File: config.mk
export PLATFORM = sky130hd
export DESIGN_NAME = bpsc_power_ctrl
export DESIGN_NICKNAME = d
export VERILOG_FILES = /design/src/design/bpsc_pkg.sv /design/src/design/bpsc_sync.sv /design/src/design/bpsc_deglitch.sv /design/src/design/bpsc_power_ctrl.sv
export SDC_FILE = /design/constraint.sdc
export NUM_CORES = 1
export LEC_CHECK = 0
export BUFFER_PORTS_ARGS = -buffer_cell sky130_fd_sc_hd__buf_2
export CORE_ASPECT_RATIO = 0.5
export CORE_MARGIN = 2
export CORE_UTILIZATION = 45
export CTS_BUF_LIST = sky130_fd_sc_hd__clkbuf_4 sky130_fd_sc_hd__clkbuf_8
export CTS_CLUSTER_DIAMETER = 50
export DETAILED_ROUTE_END_ITERATION = 10
export HOLD_SLACK_MARGIN = 0.06
export PLACE_DENSITY = 0.67
export SYNTH_ARGS = -nofsm -noshare
export SYNTH_HDL_FRONTEND = slang
export SYNTH_SLANG_ARGS = --single-unit
export TNS_END_PERCENT = 1
File: constraint.sdc
create_clock -name ref_clk -period 2.7 [get_ports ref_clk]
set_input_delay 0.54 -clock ref_clk [delete_from_list [all_inputs] [get_ports ref_clk]]
set_output_delay 0.54 -clock ref_clk [all_outputs]
set_load 0.02 [all_outputs]
File: src/design/bpsc_pkg.sv
// constants shared by the buck power state control block
package bpsc_pkg;

    // clock rate and times
    localparam int unsigned CLK_MHZ = 50;
    localparam int unsigned T_DEGLITCH_US = 34;
    localparam int unsigned DEGLITCH_CYCLES = T_DEGLITCH_US * CLK_MHZ;
    localparam int unsigned T_DELAY_US = 200;
    localparam int unsigned T_RAMP_US = 500;

    // serial bus target address (7 bit) and register offsets
    localparam logic [6:0] TARGET_ADDR = 7'h21;
    localparam logic [7:0] REG_VOUT = 8'h01;
    localparam logic [7:0] REG_CTRL = 8'h03;
    localparam logic [7:0] REG_STATUS = 8'h05;

    // register reset values and field positions
    localparam logic [7:0] VOUT_RESET = 8'h64;
    localparam logic [7:0] CTRL_RESET = 8'h6F;
    localparam int unsigned CTRL_FORCED_PULSE_WIDTH_OPERATION_BIT = 4;
    localparam int unsigned STAT_WARN_BIT = 0;
    localparam int unsigned STAT_INPUT_UNDERVOLTAGE_LOCKOUT_BIT = 1;

    // output level arithmetic in millivolts
    localparam logic [10:0] VOUT_BASE_MV = 11'h190;
    localparam logic [10:0] VOUT_STEP_MV = 11'h005;
    localparam logic [10:0] FB_REF_MV = 11'h258;
    localparam logic [3:0] R2D_RESERVED = 4'hA;

    // resistor level to fixed output millivolts, zero means adjustable
    function automatic logic [10:0] bpsc_r2d_mv(input logic [3:0] level);
        logic [10:0] mv;
        mv = 11'h000;
        unique case (level)
            4'h1: mv = 11'h190;
            4'h2: mv = 11'h1C2;
            4'h3: mv = 11'h1F4;
            4'h4: mv = 11'h258;
            4'h5: mv = 11'h2BC;
            4'h6: mv = 11'h320;
            4'h7: mv = 11'h352;
            4'h8: mv = 11'h384;
            4'h9: mv = 11'h3E8;
            4'hB: mv = 11'h4B0;
            4'hC: mv = 11'h546;
            4'hD: mv = 11'h5DC;
            4'hE: mv = 11'h640;
            default: mv = 11'h000;
        endcase
        return mv;
    endfunction

endpackage

File: src/design/bpsc_sync.sv
// two flip-flop synchroniser for asynchronous level inputs
`timescale 1ns/10ps
`default_nettype none
module bpsc_sync #(
    parameter int unsigned WIDTH = 1
) (
    // clock and reset
    input wire logic ref_clk,
    input wire logic reset_n,
    // levels
    input wire logic [WIDTH-1:0] d,
    output logic [WIDTH-1:0] q
);
    logic [WIDTH-1:0] meta_r;
    logic [WIDTH-1:0] q_r;

    // first stage is read by the second stage only
    always_ff @(posedge ref_clk or negedge reset_n)
    begin
        if (!reset_n)
        begin
            meta_r <= '0;
            q_r <= '0;
        end
        else
        begin
            meta_r <= d;
            q_r <= meta_r;
        end
    end

    assign q = q_r;
endmodule
`default_nettype wire

File: src/design/bpsc_deglitch.sv
// deglitch filter: output follows input only after it held steady
`timescale 1ns/10ps
`default_nettype none
module bpsc_deglitch
    import bpsc_pkg::*;
(
    // clock and reset
    input wire logic ref_clk,
    input wire logic reset_n,
    // filtered level
    input wire logic d,
    output logic q
);
    logic [10:0] cnt_r;
    logic q_r;

    // count cycles of disagreement, flip when the full time is reached
    always_ff @(posedge ref_clk or negedge reset_n)
    begin
        if (!reset_n)
        begin
            cnt_r <= 11'h000;
            q_r <= 1'b0;
        end
        else if (d == q_r)
            cnt_r <= 11'h000;
        else if (cnt_r == 11'(DEGLITCH_CYCLES - 1))
        begin
            cnt_r <= 11'h000;
            q_r <= d;
        end
        else
            cnt_r <= cnt_r + 11'h001;
    end

    assign q = q_r;
endmodule
`default_nettype wire

File: src/design/bpsc_power_ctrl.sv
// supervisory state control of the step-down converter with serial target
// Function
// - over shutdown temperature: thermal shutdown, stop switching, discharge on
// - thermal shutdown keeps registers; cooling below hysteresis restarts with soft start
// - serial variant sets warning flag at warning temperature, keeps running
// - enable high runs the device; low shuts switching and control off
// - discharge on when enable low, supply in lockout, or thermal shutdown
// - power-good window changes pass a 34 us deglitch filter; state changes act on power-good at once
// - power-good released inside 0.9 to 1.1 of nominal, low outside
// - pin variant samples select resistor during enable delay and latches it
// - decoder maps levels to 1.60 V down to 0.40 V, ends adjustable
// - reference is feedback 0.6 V when adjustable, else the fixed level
// - sensing current source off once decoding finishes
// - pin variant, after start-up: select pin high forces pulse width, low power save; serial variant uses control bit 4
// - serial variant starts at 0.9 V and answers at 7-bit address 0x21
// - target only; standard, fast, fast plus and high speed rates
// - both lines driven only open drain; idle bus sits high
// - registers kept while supply stays above 1.8 V and enable stays high
// - registers return to defaults on enable fall or supply below 1.8 V
// - serial variant sets lockout flag when supply falls under lockout
`timescale 1ns/10ps
`default_nettype none
module bpsc_power_ctrl
    import bpsc_pkg::*;
#(
    parameter int unsigned DELAY_CYCLES = T_DELAY_US * CLK_MHZ,
    parameter int unsigned RAMP_CYCLES = T_RAMP_US * CLK_MHZ
) (
    // clock and reset
    input wire logic ref_clk,
    input wire logic reset_n,
    // pins and analog comparators, asynchronous
    input wire logic enable_pin,
    input wire logic supply_above_1v8,
    input wire logic input_undervoltage_lockout,
    input wire logic temp_over_shutdown,
    input wire logic temp_below_release,
    input wire logic temp_over_warning,
    input wire logic vout_in_window,
    input wire logic voltage_select_mode_pin,
    input wire logic variant_serial,
    input wire logic [3:0] r2d_level,
    // serial bus pins
    input wire logic scl_i,
    output logic scl_o,
    output logic scl_oe,
    input wire logic sda_i,
    output logic sda_o,
    output logic sda_oe,
    // converter controls
    output logic switching_on,
    output logic discharge_on,
    output logic soft_start_active,
    output logic thermal_shutdown_active,
    output logic forced_pulse_width_operation,
    output logic r2d_source_on,
    output logic ea_ref_fixed,
    output logic [10:0] ea_ref_mv,
    output logic config_reserved,
    // power-good open drain
    output logic power_good_output_o,
    output logic power_good_output_oe
);
    typedef enum logic [2:0] {
        ST_OFF = 3'b000,
        ST_DELAY = 3'b001,
        ST_RAMP = 3'b010,
        ST_RUN = 3'b011,
        ST_TSD = 3'b100
    } bpsc_state_t;

    typedef enum logic [2:0] {
        I_IDLE = 3'b000,
        I_ADDR = 3'b001,
        I_REG = 3'b010,
        I_WDATA = 3'b011,
        I_RDATA = 3'b100
    } bpsc_bus_t;

    logic [10:0] pin_s;
    logic [3:0] lvl_s;
    logic en_s, supply_s, input_undervoltage_lockout_s, tsd_s, rel_s, warn_s, win_s, vsel_s, variant_s, scl_s, sda_s;
    bpsc_state_t state_r, state_nxt;
    bpsc_bus_t ist_r;
    logic [23:0] timer_r;
    logic en_d_r, reg_clear, cfg_valid_r, latch_now;
    logic [3:0] cfg_level_r;
    logic pg_filt;
    logic scl_d_r, sda_d_r, scl_rise, scl_fall, start_det, stop_det, ack_end;
    logic [3:0] bit_cnt_r;
    logic [7:0] shift_r, reg_ptr_r, rd_data;
    logic in_ack_r, sda_low_r, rw_r, wr_stb, rd_status;
    logic [7:0] vout_code_r, ctrl_r;
    logic warn_flag_r, input_undervoltage_lockout_flag_r;
    logic switching_on_r, discharge_on_r, soft_start_r, tsd_active_r, forced_pulse_width_operation_r, r2d_on_r;
    logic ea_fixed_r, reserved_r, pg_oe_r;
    logic [10:0] ea_mv_r;

    // all pin inputs pass two flip-flops
    bpsc_sync #(.WIDTH(11)) u_pin_sync (
        .ref_clk(ref_clk),
        .reset_n(reset_n),
        .d({enable_pin, supply_above_1v8, input_undervoltage_lockout, temp_over_shutdown,
            temp_below_release, temp_over_warning, vout_in_window, voltage_select_mode_pin,
            variant_serial, scl_i, sda_i}),
        .q(pin_s)
    );
    bpsc_sync #(.WIDTH(4)) u_lvl_sync (
        .ref_clk(ref_clk),
        .reset_n(reset_n),
        .d(r2d_level),
        .q(lvl_s)
    );
    assign {en_s, supply_s, input_undervoltage_lockout_s, tsd_s, rel_s, warn_s, win_s, vsel_s, variant_s, scl_s,
            sda_s} = pin_s;

    // power-good window level filtered before use
    bpsc_deglitch u_pg_filter (
        .ref_clk(ref_clk),
        .reset_n(reset_n),
        .d(win_s),
        .q(pg_filt)
    );

    // power state sequence
    always_comb
    begin
        state_nxt = state_r;
        if (!en_s || input_undervoltage_lockout_s || !supply_s)
            state_nxt = ST_OFF;
        else
        begin
            unique case (state_r)
                ST_OFF: state_nxt = ST_DELAY;
                ST_DELAY:
                    if (tsd_s)
                        state_nxt = ST_TSD;
                    else if (timer_r == 24'(DELAY_CYCLES - 1))
                        state_nxt = ST_RAMP;
                ST_RAMP:
                    if (tsd_s)
                        state_nxt = ST_TSD;
                    else if (timer_r == 24'(RAMP_CYCLES - 1))
                        state_nxt = ST_RUN;
                ST_RUN:
                    if (tsd_s)
                        state_nxt = ST_TSD;
                ST_TSD:
                    if (rel_s)
                        state_nxt = ST_RAMP;
                default: state_nxt = ST_OFF;
            endcase
        end
    end

    always_ff @(posedge ref_clk or negedge reset_n)
    begin
        if (!reset_n)
            state_r <= ST_OFF;
        else
            state_r <= state_nxt;
    end

    // phase timer restarts on every state change
    always_ff @(posedge ref_clk or negedge reset_n)
    begin
        if (!reset_n)
            timer_r <= 24'h00_0000;
        else if (state_nxt != state_r)
            timer_r <= 24'h00_0000;
        else
            timer_r <= timer_r + 24'h00_0001;
    end

    // resistor decode: sample at end of enable delay, hold until enable drops
    assign latch_now = (state_r == ST_DELAY) && !cfg_valid_r
        && ((state_nxt == ST_RAMP) || (state_nxt == ST_TSD)); // no soft start unlatched
    always_ff @(posedge ref_clk or negedge reset_n)
    begin
        if (!reset_n)
        begin
            cfg_valid_r <= 1'b0;
            cfg_level_r <= 4'h0;
            r2d_on_r <= 1'b0;
        end
        else
        begin
            if (!en_s)
                cfg_valid_r <= 1'b0;
            else if (latch_now)
            begin
                cfg_valid_r <= 1'b1;
                cfg_level_r <= lvl_s;
            end
            r2d_on_r <= (state_nxt == ST_DELAY) && !cfg_valid_r && !latch_now;
        end
    end

    // register defaults return on enable fall or supply collapse
    always_ff @(posedge ref_clk or negedge reset_n)
    begin
        if (!reset_n)
            en_d_r <= 1'b0;
        else
            en_d_r <= en_s;
    end
    assign reg_clear = (en_d_r && !en_s) || !supply_s;

    // bus edge and condition detection on synchronised lines
    always_ff @(posedge ref_clk or negedge reset_n)
    begin
        if (!reset_n)
        begin
            scl_d_r <= 1'b1;
            sda_d_r <= 1'b1;
        end
        else
        begin
            scl_d_r <= scl_s;
            sda_d_r <= sda_s;
        end
    end
    assign scl_rise = scl_s && !scl_d_r;
    assign scl_fall = !scl_s && scl_d_r;
    assign start_det = scl_s && scl_d_r && sda_d_r && !sda_s;
    assign stop_det = scl_s && scl_d_r && !sda_d_r && sda_s;
    assign ack_end = variant_s && !stop_det && !start_det && scl_fall && in_ack_r
        && (bit_cnt_r == 4'h0);
    assign wr_stb = ack_end && (ist_r == I_WDATA);
    assign rd_status = ack_end && (reg_ptr_r == REG_STATUS)
        && (((ist_r == I_ADDR) && rw_r) || (ist_r == I_RDATA));

    // read data; unmapped offsets read zero
    always_comb
    begin
        rd_data = 8'h00;
        if (reg_ptr_r == REG_VOUT)
            rd_data = vout_code_r;
        else if (reg_ptr_r == REG_CTRL)
            rd_data = ctrl_r;
        else if (reg_ptr_r == REG_STATUS)
        begin
            rd_data[STAT_WARN_BIT] = warn_flag_r;
            rd_data[STAT_INPUT_UNDERVOLTAGE_LOCKOUT_BIT] = input_undervoltage_lockout_flag_r;
        end
    end

    // serial target: bits in on clock rise, data line changed on clock fall
    always_ff @(posedge ref_clk or negedge reset_n)
    begin
        if (!reset_n)
        begin
            ist_r <= I_IDLE;
            bit_cnt_r <= 4'h0;
            shift_r <= 8'h00;
            reg_ptr_r <= 8'h00;
            in_ack_r <= 1'b0;
            sda_low_r <= 1'b0;
            rw_r <= 1'b0;
        end
        else if (!variant_s || stop_det)
        begin
            ist_r <= I_IDLE;
            in_ack_r <= 1'b0;
            sda_low_r <= 1'b0;
        end
        else if (start_det)
        begin
            ist_r <= I_ADDR;
            bit_cnt_r <= 4'h0;
            in_ack_r <= 1'b0;
            sda_low_r <= 1'b0;
        end
        else if (scl_rise)
        begin
            if (bit_cnt_r == 4'h8)
            begin
                bit_cnt_r <= 4'h0;
                if ((ist_r == I_RDATA) && sda_s)
                    ist_r <= I_IDLE; // controller declined more data
            end
            else
            begin
                shift_r <= {shift_r[6:0], sda_s};
                bit_cnt_r <= bit_cnt_r + 4'h1;
            end
        end
        else if (scl_fall)
        begin
            if ((bit_cnt_r == 4'h8) && !in_ack_r)
            begin
                in_ack_r <= 1'b1;
                unique case (ist_r)
                    I_ADDR:
                        if (shift_r[7:1] == TARGET_ADDR)
                        begin
                            sda_low_r <= 1'b1;
                            rw_r <= shift_r[0];
                        end
                        else
                            ist_r <= I_IDLE; // other targets and high-speed code
                    I_REG:
                    begin
                        reg_ptr_r <= shift_r;
                        sda_low_r <= 1'b1;
                    end
                    I_WDATA: sda_low_r <= 1'b1;
                    I_RDATA: sda_low_r <= 1'b0;
                    I_IDLE: sda_low_r <= 1'b0;
                    default: ist_r <= I_IDLE;
                endcase
            end
            else if (ack_end)
            begin
                in_ack_r <= 1'b0;
                sda_low_r <= 1'b0;
                if ((ist_r == I_ADDR) && rw_r)
                begin
                    ist_r <= I_RDATA;
                    shift_r <= rd_data;
                    sda_low_r <= !rd_data[7];
                end
                else if (ist_r == I_ADDR)
                    ist_r <= I_REG;
                else if (ist_r == I_REG)
                    ist_r <= I_WDATA;
                else if (ist_r == I_RDATA)
                begin
                    shift_r <= rd_data;
                    sda_low_r <= !rd_data[7];
                end
            end
            else if ((ist_r == I_RDATA) && !in_ack_r)
                sda_low_r <= !shift_r[7];
        end
    end

    // writable registers: kept in thermal shutdown, defaults on clear
    always_ff @(posedge ref_clk or negedge reset_n)
    begin
        if (!reset_n)
        begin
            vout_code_r <= VOUT_RESET;
            ctrl_r <= CTRL_RESET;
        end
        else if (reg_clear)
        begin
            vout_code_r <= VOUT_RESET;
            ctrl_r <= CTRL_RESET;
        end
        else if (wr_stb && (reg_ptr_r == REG_VOUT))
            vout_code_r <= shift_r;
        else if (wr_stb && (reg_ptr_r == REG_CTRL))
            ctrl_r <= shift_r;
    end

    // sticky status flags, cleared by a status read, set wins
    always_ff @(posedge ref_clk or negedge reset_n)
    begin
        if (!reset_n)
        begin
            warn_flag_r <= 1'b0;
            input_undervoltage_lockout_flag_r <= 1'b0;
        end
        else
        begin
            if (variant_s && warn_s)
                warn_flag_r <= 1'b1;
            else if (rd_status || reg_clear)
                warn_flag_r <= 1'b0;
            if (variant_s && input_undervoltage_lockout_s)
                input_undervoltage_lockout_flag_r <= 1'b1;
            else if (rd_status || reg_clear)
                input_undervoltage_lockout_flag_r <= 1'b0;
        end
    end

    // converter control outputs
    always_ff @(posedge ref_clk or negedge reset_n)
    begin
        if (!reset_n)
        begin
            switching_on_r <= 1'b0;
            discharge_on_r <= 1'b1;
            soft_start_r <= 1'b0;
            tsd_active_r <= 1'b0;
            forced_pulse_width_operation_r <= 1'b0;
        end
        else
        begin
            switching_on_r <= (state_r == ST_RAMP) || (state_r == ST_RUN);
            discharge_on_r <= !en_s || input_undervoltage_lockout_s || (state_r == ST_TSD);
            soft_start_r <= (state_r == ST_RAMP);
            tsd_active_r <= (state_r == ST_TSD);
            forced_pulse_width_operation_r <= (state_r == ST_RUN)
                && (variant_s ? ctrl_r[CTRL_FORCED_PULSE_WIDTH_OPERATION_BIT] : vsel_s);
        end
    end

    // error amplifier reference selection
    always_ff @(posedge ref_clk or negedge reset_n)
    begin
        if (!reset_n)
        begin
            ea_fixed_r <= 1'b0;
            ea_mv_r <= 11'h000;
            reserved_r <= 1'b0;
        end
        else if (variant_s)
        begin
            ea_fixed_r <= 1'b1;
            ea_mv_r <= VOUT_BASE_MV + ({3'b000, vout_code_r} * VOUT_STEP_MV);
            reserved_r <= 1'b0;
        end
        else
        begin
            ea_fixed_r <= (bpsc_r2d_mv(cfg_level_r) != 11'h000);
            ea_mv_r <= (bpsc_r2d_mv(cfg_level_r) != 11'h000)
                ? bpsc_r2d_mv(cfg_level_r) : FB_REF_MV;
            reserved_r <= (cfg_level_r == R2D_RESERVED);
        end
    end

    // power-good: released only in soft start or run state while filtered window holds
    always_ff @(posedge ref_clk or negedge reset_n)
    begin
        if (!reset_n)
            pg_oe_r <= 1'b1;
        else
            pg_oe_r <= !(((state_r == ST_RAMP) || (state_r == ST_RUN)) && pg_filt);
    end

    // open-drain pins only ever pull low
    assign scl_o = 1'b0;
    assign scl_oe = 1'b0;
    assign sda_o = 1'b0;
    assign sda_oe = sda_low_r;
    assign power_good_output_o = 1'b0;
    assign power_good_output_oe = pg_oe_r;
    assign switching_on = switching_on_r;
    assign discharge_on = discharge_on_r;
    assign soft_start_active = soft_start_r;
    assign thermal_shutdown_active = tsd_active_r;
    assign forced_pulse_width_operation = forced_pulse_width_operation_r;
    assign r2d_source_on = r2d_on_r;
    assign ea_ref_fixed = ea_fixed_r;
    assign ea_ref_mv = ea_mv_r;
    assign config_reserved = reserved_r;
endmodule
`default_nettype wire

### Word-level counts from Yosys, hierarchy flattened

Memories as Yosys holds them, arrays and structs flattened.
Index checks and enable logic that the tools add are counted.

* magnitude comparators: 0
* bitwise gates (word level): 4
* reductions and logical operators: 86
* muxes and demuxes: 76
* multiply operators: 1
* divide/modulo/power cells: 0
* shift operators: 0
* equality and inequality tests: 35
* add/sub/neg operators: 4

Operators with widths (number)
* two-way mux 8 bit: 15
* two-way mux 11 bit: 6
* two-way mux 3 bit: 19
* logical AND 1 bit: 30
* two-way mux 1 bit: 26
* adder 24 x 1 -> 24 bit, second input constant: 1
* equality test 24 x 14 -> 1 bit, second input constant: 1
* equality test 24 x 15 -> 1 bit, second input constant: 1
* two-way mux 24 bit: 1
* nonzero test 11 bit: 2
* equality test 3 x 2 -> 1 bit, second input constant: 5
* logical NOT 1 bit: 15
* one-hot mux 3 bit (5 select lines): 1
* AND reduction 7 bit: 2
* nonzero test 2 bit: 7
* two-way mux 4 bit: 3
* adder 11 x 1 -> 11 bit, second input constant: 1
* adder 9 x 11 -> 11 bit, first input constant: 1
* equality test 11 bit, second input constant: 1
* multiplier 8 x 3 -> 11 bit, second input constant: 1
* inequality test 5 bit, second input constant: 2
* nonzero test 5 bit: 2
* equality test 3 x 1 -> 1 bit, second input constant: 3
* equality test 3 bit, second input constant: 3
* other kinds (33): 57

* bits of input ports: 17
* bits in latches: 0
* output and inout port bits: 25
* bits in read-only memories: 480
* word-level logic and storage cells: 243
* bits in writable memories: 0
* memories: 3
* flip-flop bits (word level): 141

Memory list
* (no name shown): depth 16, bits a word 10, read ports 1, clocked after Yosys merged registers in 0, wr ports 0, line bpsc_pkg.sv:34 `unique case (level)`
* (no name shown): depth 16, bits a word 10, read ports 1, clocked after Yosys merged registers in 0, wr ports 0, line bpsc_pkg.sv:34
* (no name shown): depth 16, bits a word 10, read ports 1, clocked after Yosys merged registers in 0, wr ports 0, line bpsc_pkg.sv:34

### Logic depth before layout (Yosys ltp)

Gate-level depths: netlist of the first run.

* word-level depth: 15
* gate-level depth with buffers: 13
* depth with buffers taken out: 13

### Modules after synthesis

A second synthesis of the first run with hierarchy kept.

* cells, all modules: 668
* area, all modules: 6945.4 µm²

By module, submodules not included
* bpsc_power_ctrl: instances 1, sequential area each 2493.6 µm², area each 5585.4 µm², cells each 581
* bpsc_deglitch: instances 1, sequential area each 300.3 µm², area each 609.3 µm², cells each 57
* bpsc_sync at u_pin_sync: instances 1, sequential area each 550.5 µm², area each 550.5 µm², cells each 22
* bpsc_sync at u_lvl_sync: instances 1, sequential area each 200.2 µm², area each 200.2 µm², cells each 8

### Worst setup path after synthesis of the first run

Ideal clock, no wire load.

* path kind: reg2reg
* start: register vout_code_r[1]
* end: register ea_mv_r[10], in the netlist ea_ref_mv[10]
* buffers on the path: 0
* period minus slack after synthesis: 2.557 ns
* path slack: 0.143 ns
* arrival time: 2.462 ns
* stages on the path, launching flop included: 14
* cell sequence: dfrtp_1 -> ha_1 -> inv_1 -> fa_1 -> inv_1 -> ha_1 -> inv_1 -> fa_1 -> nor2b_1 -> o21ai_0 -> a21boi_0 -> o21a_1 -> nor3_1 -> o31ai_1

* word-level cells in the longest chain between the ends: 3

RTL lines
* start, declared: line bpsc_power_ctrl.sv:93 `logic [7:0] vout_code_r, ctrl_r;`
* start signal, assigned: line bpsc_power_ctrl.sv:352 `vout_code_r <= shift_r;`
* multiplier 8 x 3 -> 11 bit: line bpsc_power_ctrl.sv:412 `ea_mv_r <= VOUT_BASE_MV + ({3'b000, vout_code_r} * VOUT_STEP_MV);`
* adder 9 x 11 -> 11 bit: line bpsc_power_ctrl.sv:412
* two-way mux 11 bit: line bpsc_power_ctrl.sv:409 `else if (variant_s)`
* end signal, assigned: line bpsc_power_ctrl.sv:412
* end signal, assigned: line bpsc_power_ctrl.sv:418 `ea_mv_r <= (bpsc_r2d_mv(cfg_level_r) != 11'h000)`
* end, declared: line bpsc_power_ctrl.sv:97 `logic [10:0] ea_mv_r;`

No other way between the ends.
A chain may end at the register's enable or synchronous reset.

### Worst setup path in the final report of the first run

* start: register vout_code_r[3]
* end: register ea_mv_r[10], in the netlist ea_ref_mv[10]

Same word-level chain as after synthesis.

==> metrics, run 1 <==
Max Slew Vio Count 0; first-pass GRT wire length 24000 um; CP max stage delay 0.40 ns; Post-synth EDFFs 0; final non-filler cell total 929; Clock Tree Buf Depth 2; critical path data arrival time 2.94 ns; critical path capture point type flip-flop; row count 32; Yosys cell types 68; hpwl dp 9800 um; asr flop ratio synth 1.00; area grow syn2layout 13.0%; GR Layer Usage met2 0.271; WL per Instance 15.1 um; max cap viols 0; Root Driver clkbuf_8; layout cells sized above 1 0.196; DIE WIDTH 180 um; drt drc 0; CORE AREA 15300 um^2; die area 16600 um^2; Clk Latency, worst-skew pair 0.45 ns; cell count after synthesis 655; critical path, cell by cell ha_2 > inv_2 > fa_1 > inv_1 > ha_2 > inv_2 > fa_2 > nor2b_1 > o21ai_1 > a21boi_1 > o21a_1 > nor3_1 > o31ai_1; H-tree Lvls 4; final period utilization 0.959; pwr/cell area 537 nW/um^2; antenna violations before repair 0; detailed-route via count 4997; clk sink count 141; cell total after placement 893; Worst-Margin Slew 0.846 ns; slowest stage cell, crit path dfrtp_1; fmax 386 MHz; worst hold margin 0.189 ns; Peak VDD IR 0.000248 V; IO Port Bufs 37; post-synthesis register bit count 141; largest net degree at the start of global routing 59; gpl congestion 0.825; met1 global-route usage 0.259; routed vias/inst 5.38; vias in the first global route 4805; post-layout minimum cycle time 2.59 ns; RR Startpoint vout_code_r[3]$_DFFE_PN0P_; GR peak layer met2; post-synthesis area per instance 10.7 um^2; Final nets 761; initial core utilization 0.458; GR Util met3 0.0397; startpoint types flip-flop; I/O pin count 42; Worst Path Max Fanout 2; final hold violations 0; HP Class input port to flip-flop; Synthesis Warnings 0; ys flop type dfrtp_1; GR Overflow Total 0; status complete, no violations; drt pass-1 iters 5; Post-Syn Area 7000 um^2; slew margin rel. 0.432; CTS tree yes; Setup Viol. Count Final 0; Iter 0 DRT Violations 430; Setup crit start vout_code_r[3]$_DFFE_PN0P_; ANT nets after route 0; worst path required time 3.05 ns; total wire length 14000 um; RSZ-0062 raised after global routing true; clk_skew 0.0154 ns; Leakage 3.68 nW; antenna cell count 0; hold_sp vout_in_window; die extent in y 92.2 um; GRT Util Overall 0.180; Power Total 4.25 mW; Seq/Total Area, Yosys 0.506; Setup CP Type flip-flop to flip-flop; Clock Pin Slew Worst Setup and Hold Paths 0.09 ns; Inserted Clock Buffers 17
-- cell type report --
cell class | instances | area, um^2
clock buffers | 21 | 277
clock inverters | 11 | 110
fillers | 1381 | 7380
inverters | 37 | 139
multi-input cells | 455 | 3200
flip-flops and latches | 141 | 3540
well taps | 204 | 255
repair buffers | 60 | 392
-- final timing paths --
check / end / slack [ns] / cells after the start
worst max register to register: ea_ref_mv[10]$_DFF_PN0_ / 0.11 / 13
worst min register to register: u_lvl_sync.q[3]$_DFF_PN0_ / 0.35 / 0
worst min-delay path: u_pin_sync.meta_r[4]$_DFF_PN0_ / 0.19 / 1
max in group asynchronous: ctrl_r[6]$_DFFE_PN1P_ / 1.38 / 3
worst max-delay path: ea_ref_mv[10]$_DFF_PN0_ / 0.11 / 13
min in group asynchronous: u_pin_sync.meta_r[4]$_DFF_PN0_ / 0.63 / 2
-- synthesized netlist by cell type, types with 8 or more instances --
cell type / n / share of area
nand2b_1: 8 / 0.0071
nand4_1: 8 / 0.0071
nor2_1: 63 / 0.034
o21ai_0: 28 / 0.020
nor2b_1: 9 / 0.0080
clkbuf_1: 12 / 0.0064
nand3_1: 22 / 0.016
nand2_1: 52 / 0.028
mux2_2: 12 / 0.019
mux2i_1: 13 / 0.019
xor2_1: 21 / 0.026
nor3_1: 11 / 0.0079
a21oi_1: 17 / 0.012
dfstp_2: 13 / 0.049
and3_1: 13 / 0.012
dfrtp_1: 128 / 0.46
inv_1: 37 / 0.020
o22a_1: 8 / 0.010
ha_1: 29 / 0.052
xnor2_1: 16 / 0.020
-- registers in the layout, indices dropped and copies added (netlist names), 3 cells and up --
signal / count
bit_cnt_r: 4
cfg_level_r: 4
ctrl_r: 8
ea_ref_mv: 11
ist_r: 3
reg_ptr_r: 8
shift_r: 8
state_r: 3
timer_r: 24
u_lvl_sync.meta_r: 4
u_lvl_sync.q: 4
u_pg_filter.cnt_r: 11
u_pin_sync.meta_r: 11
u_pin_sync.q: 11
vout_code_r: 8
-- where the power goes --
group,internal [mW],switching (mW)
sequential,2.19,0.0808
clock,0.812,0.848
combinational,0.123,0.195
total,3.13,1.12
-- cell families after synthesis --
logic type	Yosys count	synth area share
fa+ha+maj	32	0.0604
other cells	1	0.000535
flops	141	0.506
xor+xnor	37	0.0463
buf+inv	62	0.0400
simple gates	228	0.167
compound gates	122	0.128
mux	32	0.0523
-- repair_timing --
action | 4_1_cts | 5_1_grt
endpoints found under the setup margin | 1 | 1
gates resized for setup | 1 | 6
pin swaps | 0 | 5
hold buffers | 1 | 0
buffers inserted | 0 | 3
endpoints found under the hold margin | 4 | 0
-- layer usage --
layer  wire length (um)  share of wire
met1               6990           0.50
met2               6280           0.45
met3                532          0.038
met4                205          0.015
met5                  0              0
-- stage by stage --
| stage | TNS [ns] | utilization | setup slack [ns] | area (um^2) |
|---|---|---|---|---|
| 6_report | 0 | 0.518 | 0.110 | 7920 |
| 2_1_floorplan | 0 | - | 0.143 | 7020 |
| 4_1_cts | 0 | 0.516 | 0.00295 | 7890 |
| 3_5_place_dp | -0.0431 | 0.490 | -0.0431 | 7490 |
| 5_1_grt | -0.0105 | 0.518 | -0.0105 | 7920 |
| 3_3_place_gp | 0 | 0.490 | 0.0453 | 7490 |
-- cell usage in the layout, fill, tap and decap left out, types with 8 or more instances in the layout --
| cell | n |
|---|---|
| mux2i_1 | 13 |
| nand2b_1 | 8 |
| xnor2_1 | 16 |
| mux2_2 | 12 |
| nand2_1 | 52 |
| nor3_1 | 11 |
| a21oi_1 | 17 |
| inv_1 | 35 |
| buf_4 | 20 |
| nand3_1 | 22 |
| and3_1 | 13 |
| nor2b_1 | 9 |
| dfrtp_1 | 128 |
| clkbuf_8 | 19 |
| xor2_1 | 21 |
| nand4_1 | 8 |
| ha_1 | 27 |
| o21ai_0 | 27 |
| nor2_1 | 63 |
| buf_2 | 36 |
| o22a_1 | 8 |
| dfstp_2 | 13 |
-- worst max-delay path: cells and delay by family, from the launching register on --
family                     cells  cell delay [ns]
adders and majority gates      4             1.15
and+or+nand+nor                2             0.16
AOI/OAI and AO/OA              4             0.63
DFF                            1             0.40
buffers and inverters          3             0.16
Power figures use the tool's default switching activity.
==> run 2, diff against run 1 <==
==> constraint.sdc (replaced) <==
create_clock -name ref_clk -period 2.3 [get_ports ref_clk]
set_input_delay 0.46 -clock ref_clk [delete_from_list [all_inputs] [get_ports ref_clk]]
set_output_delay 0.46 -clock ref_clk [all_outputs]
set_load 0.02 [all_outputs]
==> metrics, run 2 (same netlist as run 1, synthesis figures left out) <==
Worst-Margin Slew 0.964 ns (+0.119 ns); HP Class input port to flip-flop; CTS tree yes; failing checks negative setup slack; WL per Instance 15.7 um (+4.4%); row count 32 (unchanged); Final nets 793 (+4.2%); Clock Tree Buf Depth 2 (unchanged); drt drc 0 (unchanged); startpoint types flip-flop; clk_skew 0.0107 ns (-0.00471 ns); Leakage 3.87 nW (+5.2%); GRT Util Overall 0.189 (+0.00860); GR Overflow Total 0 (unchanged); Worst Path Max Fanout 2 (unchanged); post-layout minimum cycle time 2.53 ns (-0.0557 ns); Comb power frac 0.086 (+0.011); total wire length 15100 um (+8.0%); placed standard-cell area 7750 um^2 (+3.5%); antenna cell count 0 (unchanged); DIE WIDTH 180 um (unchanged); worst setup margin -0.234 ns (-0.344 ns); fmax 395 MHz (+2.2%); Clk Latency, worst-skew pair 0.44 ns (about the same); area grow syn2layout 18.0%; final period utilization 1.10 (+0.143); Biggest register timer_r; pre-CTS WS -0.278 ns (-0.235 ns); max cap viols 0 (unchanged); first-pass GRT wire length 25200 um (+5.1%); die area 16600 um^2 (unchanged); layout cells sized above 1 0.251 (+0.0551); die extent in y 92.2 um (unchanged); vias in the first global route 5196 (+8.1%); critical path data arrival time 2.88 ns (-0.06 ns); hpwl dp 10400 um (+6.3%); Max Slew Vio Count 0 (unchanged); Power Total 5.17 mW (+22%); pwr/cell area 626 nW/um^2 (+17%); Reg power frac 0.514 (-0.021); Iter 0 DRT Violations 419 (-2.6%); Sw Ratio 0.273 (+0.00819); clk sink count 141 (unchanged); Inserted Clock Buffers 17 (unchanged); routed vias/inst 5.44 (+1.2%); IO Port Bufs 37 (unchanged); design area 8260 um^2 (+4.4%); status finished with violations; detailed-route via count 5232 (+4.7%); Setup CP Type flip-flop to flip-flop; final hold violations 0 (unchanged); Setup Viol. Count Final 3 (+3); commonest non-fill, non-tap cell in the layout dfrtp_1; CORE AREA 15300 um^2 (unchanged); RSZ-0062 raised after global routing true; slew margin rel. 0.352 (-0.0797); drt pass-1 iters 5 (unchanged); largest net degree at the start of global routing 53 (-10%); H-tree Lvls 4 (unchanged); Largest register FFs 24 (unchanged); initial core utilization 0.458 (unchanged); critical path capture point type flip-flop; Root Driver clkbuf_8; NetSw 1.41 mW (+25%); I/O pin count 42 (unchanged); gpl congestion 0.831 (+0.81%); internal power 3.76 mW (+20%); Clk pwr share 0.401 (+0.011); Peak VDD IR 0.000410 V (+66%); antenna violations before repair 0 (unchanged); most frequent cells in the layout dfrtp_1 (127), nor2_1 (63), nand2_1 (52); worst hold margin 0.114 ns (-0.0755 ns); worst path required time 2.64 ns (-0.41 ns); Clock Pin Slew Worst Setup and Hold Paths 0.09 ns (about the same); ANT nets after route 0 (unchanged)
==> run 2: layout make-up <==
cell class | count | area [um^2]
Clock buffer | 17 | 234
Inverter | 37 | 139
Sequential cell | 141 | 3550
Clock inverter | 15 | 173
Tap cell | 204 | 255
Fill cell | 1334 | 7030
Timing Repair Buffer | 92 | 644
Multi-Input combinational cell | 455 | 3270
==> run 2: what timing repair did <==
action / 4_1_cts / 5_1_grt
hold buffers: 1 / 0
setup endpoints to repair: 10 / 24
resized for setup: 7 / 15
setup buffers: 2 / 0
pin swaps: 5 / 7
endpoints found under the hold margin: 44 / 0
==> run 2: worst paths after layout <==
path | startpoint | to | slack (ns) | depth (start not counted)
worst max register to register | vout_code_r[1]$_DFFE_PN0P_ | ea_ref_mv[10]$_DFF_PN0_ | -0.23 | 13
worst min-delay path | temp_over_shutdown | u_pin_sync.meta_r[7]$_DFF_PN0_ | 0.11 | 1
worst min register to register | u_lvl_sync.meta_r[0]$_DFF_PN0_ | u_lvl_sync.q[0]$_DFF_PN0_ | 0.35 | 0
min in group asynchronous | reset_n | timer_r[22]$_DFF_PN0_ | 0.53 | 2
max in group asynchronous | reset_n | ctrl_r[2]$_DFFE_PN1P_ | 1.05 | 3
worst max-delay path | vout_code_r[1]$_DFFE_PN0P_ | ea_ref_mv[10]$_DFF_PN0_ | -0.23 | 13
==> run 2: power groups by stage <==
stage | Combinational (mW) | Clock, mW | Sequential, mW
after global placement | 0.432 | 0 | 2.70
after CTS | 0.447 | 2.12 | 2.66
after floorplan | 0.245 | 0 | 2.69
after global routing | 0.498 | 2.25 | 2.67
after detailed placement | 0.443 | 0 | 2.70
final | 0.444 | 2.07 | 2.66
==> run 2: worst max-delay path: stages, from the launching register on <==
cell and delay, ns:
dfrtp_1 0.39, ha_2 0.19, inv_2 0.05, fa_1 0.39, inv_1 0.08, ha_2 0.19
inv_2 0.04, fa_2 0.34, nor2b_2 0.13, o21ai_2 0.07, a21boi_2 0.15, o21a_1 0.15
nor3_1 0.05, o31ai_1 0.21
==> run 2: routing by layer <==
metal / track usage / part of all wire / vias up
met4: 0.0585 / 0.016 / 0
met3: 0.0445 / 0.039 / 22
li1: - / - / 2490
met5: 0 / 0 / -
met2: 0.286 / 0.46 / 101
met1: 0.268 / 0.49 / 2619
==> run 2: per-stage QoR <==
step	setup TNS (ns)	cells	util
floorplan	-0.156	658	-
global placement	-0.265	926	0.507
detailed placement	-0.487	926	0.507
CTS	-0.433	961	0.536
global route	-0.715	961	0.540
finish	-0.332	961	0.540
==> run 3, diff against run 2 <==
--- a/config.mk
+++ b/config.mk
@@ -5,6 +5,7 @@
 export SDC_FILE = /design/constraint.sdc
 export NUM_CORES = 1
 export LEC_CHECK = 0
+export ABC_AREA = 1
 export BUFFER_PORTS_ARGS = -buffer_cell sky130_fd_sc_hd__buf_2
 export CORE_ASPECT_RATIO = 0.5
 export CORE_MARGIN = 2
==> metrics, run 3 <==
final hold violations 0 (unchanged); die area 16700 um^2 (about the same); Leakage 3.83 nW (-1.0%); WL per Instance 13.4 um (-15%); filler cell count 1422 (+6.6%); max cap viols 0 (unchanged); Worst-Margin Slew 0.514 ns (-0.450 ns); most frequent cell after synthesis nand2_1; Worst R2R Setup Slack -0.16 ns (+0.08 ns); postcts setup bufs 0 (-2); pre-CTS WS -0.196 ns (+0.0818 ns); Synth area leader dfrtp_1; pwr/cell area 713 nW/um^2 (+14%); slew margin rel. 0.654 (+0.302); Seq. cell area 3540 um^2 (about the same); area grow syn2layout 14.5%; drt drc 0 (unchanged); post-synth top area share 0.457 (about the same); startpoint types flip-flop; layout cells sized above 1 0.184 (-0.0672); ys flop type dfrtp_1; Setup Viol. Count Final 2 (-1); Setup CP Type flip-flop to flip-flop; Seq/Total Area, Yosys 0.506 (about the same); post-synthesis register bit count 141 (unchanged); Crit path max-delay family adder cells; placed standard-cell area 7510 um^2 (-3.1%); Max Slew Vio Count 0 (unchanged); Post-Syn Area 7010 um^2 (about the same); cell count after synthesis 792 (+21%); Final nets 901 (+14%); hpwl dp 10500 um (+0.43%); antenna violations before repair 0 (unchanged); Largest register FFs 24 (unchanged); most frequent cells in the layout nand2_1 (144), dfrtp_1 (128), inv_1 (112); total wire length 14400 um (-5.0%); GR Overflow Total 0 (unchanged); most frequent cells after synthesis nand2_1 (145), dfrtp_1 (128), inv_1 (115); Root Driver clkbuf_8; largest net degree at the start of global routing 46 (-13%); Iter 0 DRT Violations 371 (-11%); final period utilization 1.07 (-0.0335); GRT Util Overall 0.183 (-0.00583); ANT nets after route 0 (unchanged); HP Class input port to flip-flop; RSZ-0062 raised after global routing true; critical path, cell by cell ha_2 > inv_2 > fa_1 > inv_1 > ha_2 > inv_2 > fa_2 > nor2_4 > o21ai_2 > nand2_1 > nand2_1 > nand2_1 > a21oi_2 > xor2_1 > o21ai_1; IO Port Bufs 37 (unchanged); clk_skew 0.0158 ns (+0.00505 ns); antenna cell count 0 (unchanged); design area 8030 um^2 (-2.8%); worst hold margin 0.127 ns (+0.0130 ns); most frequent CP cell nand2_1; CORE AREA 15300 um^2 (+0.26%); drt pass-1 iters 5 (unchanged); post-layout minimum cycle time 2.46 ns (-0.0772 ns); Clk Latency, worst-skew pair 0.44 ns (about the same); DIE WIDTH 181 um (about the same); Inserted Clock Buffers 17 (unchanged); vias in the first global route 5368 (+3.3%); CTS tree yes; H-tree Lvls 4 (unchanged); gpl congestion 0.845 (+1.6%); detailed-route via count 5404 (+3.3%); asr flop ratio synth 1.00 (unchanged); fmax 407 MHz (+3.1%); clk sink count 141 (unchanged); Yosys cell types 48 (-29%); Clock Tree Buf Depth 2 (unchanged); worst path required time 2.61 ns (-0.03 ns); die extent in y 92.3 um (about the same); Worst Path Max Fanout 2 (unchanged); largest cells by area after synthesis dfrtp_1 (46%), nand2_1 (7.8%), inv_1 (6.2%), ha_1 (5.2%), dfstp_2 (4.9%); row count 32 (unchanged); critical path data arrival time 2.77 ns (-0.11 ns); multi-input logic area 2950 um^2 (-10%); initial core utilization 0.457 (-0.000788); routed vias/inst 5.06 (-7.1%); Power Total 5.73 mW (+11%); Clock Pin Slew Worst Setup and Hold Paths 0.08 ns (about the same); Post-synth EDFFs 0 (unchanged); failing checks negative setup slack; post-synthesis area per instance 8.85 um^2 (-17%); CP max stage delay 0.39 ns (about the same); WP buf/inv 3 (unchanged); critical path capture point type flip-flop; commonest non-fill, non-tap cell in the layout nand2_1; slowest stage cell, crit path dfrtp_1; Synthesis Warnings 0 (unchanged); Peak VDD IR 0.000384 V (-6.4%); status finished with violations; first-pass GRT wire length 24700 um (-2.1%); I/O pin count 42 (unchanged); worst setup margin -0.157 ns (+0.0772 ns); Biggest register timer_r
==> run 3: per-layer routing <==
layer  share of wire  wire length, um  vias up  GRT usage
li1                -                -     2681          -
met1            0.48             6900     2607      0.237
met2            0.48             6840      101      0.309
met3           0.031              440       15     0.0369
met4           0.013              194        0     0.0598
met5               0                0        -          0
==> run 3: power by group <==
| part | switching (mW) | internal, mW | total, mW | leakage (nW) |
|---|---|---|---|---|
| registers | 0.106 | 2.64 | 2.74 | 1.81 |
| clock network | 0.980 | 1.36 | 2.34 | 0.231 |
| logic | 0.432 | 0.211 | 0.643 | 1.79 |
| total | 1.52 | 4.21 | 5.73 | 3.83 |
==> run 3: layout make-up <==
cell class | count | share of cell area
clock inverter | 12 | 0.0260
inverter | 124 | 0.0580
clock buffer | 20 | 0.0327
tap | 204 | 0.0318
timing repair buffer | 54 | 0.0432
sequential | 141 | 0.441
multi-input combinational | 514 | 0.367
==> run 3: final timing paths <==
check,startpoint,endpoint,cells after the start
max,vout_code_r[1]$_DFFE_PN0P_,ea_ref_mv[10]$_DFF_PN0_,15
min,voltage_select_mode_pin,u_pin_sync.meta_r[3]$_DFF_PN0_,1
max reg2reg,vout_code_r[1]$_DFFE_PN0P_,ea_ref_mv[10]$_DFF_PN0_,15
min reg2reg,u_pin_sync.meta_r[10]$_DFF_PN0_,u_pin_sync.q[10]$_DFF_PN0_,0
max in group asynchronous,reset_n,power_good_output_oe$_DFF_PN1_,3
min in group asynchronous,reset_n,timer_r[8]$_DFF_PN0_,2
==> run 3: stage by stage <==
stage                     TNS (ns)  utilization  std cells
after global placement     -0.0823        0.490       1036
final                       -0.183        0.524       1069
after detailed placement    -0.245        0.490       1036
after floorplan                  0            -        795
after global routing        -0.509        0.524       1069
after CTS                   -0.213        0.522       1069
==> run 3: timing repair <==
| action | in CTS | in global routing |
|---|---|---|
| gates resized for setup | 5 | 6 |
| endpoints found under the setup margin | 2 | 10 |
| hold buffers | 1 | 0 |
| hold endpoints to repair | 40 | 0 |
==> run 3: cell families after synthesis <==
family / synth area share
and+or+nand+nor: 0.216
DFF: 0.506
buffers and inverters: 0.0812
AOI/OAI and AO/OA: 0.105
adders and majority gates: 0.0603
xor gates and xnor gates: 0.0275
muxes: 0.00303
other: 0.000535
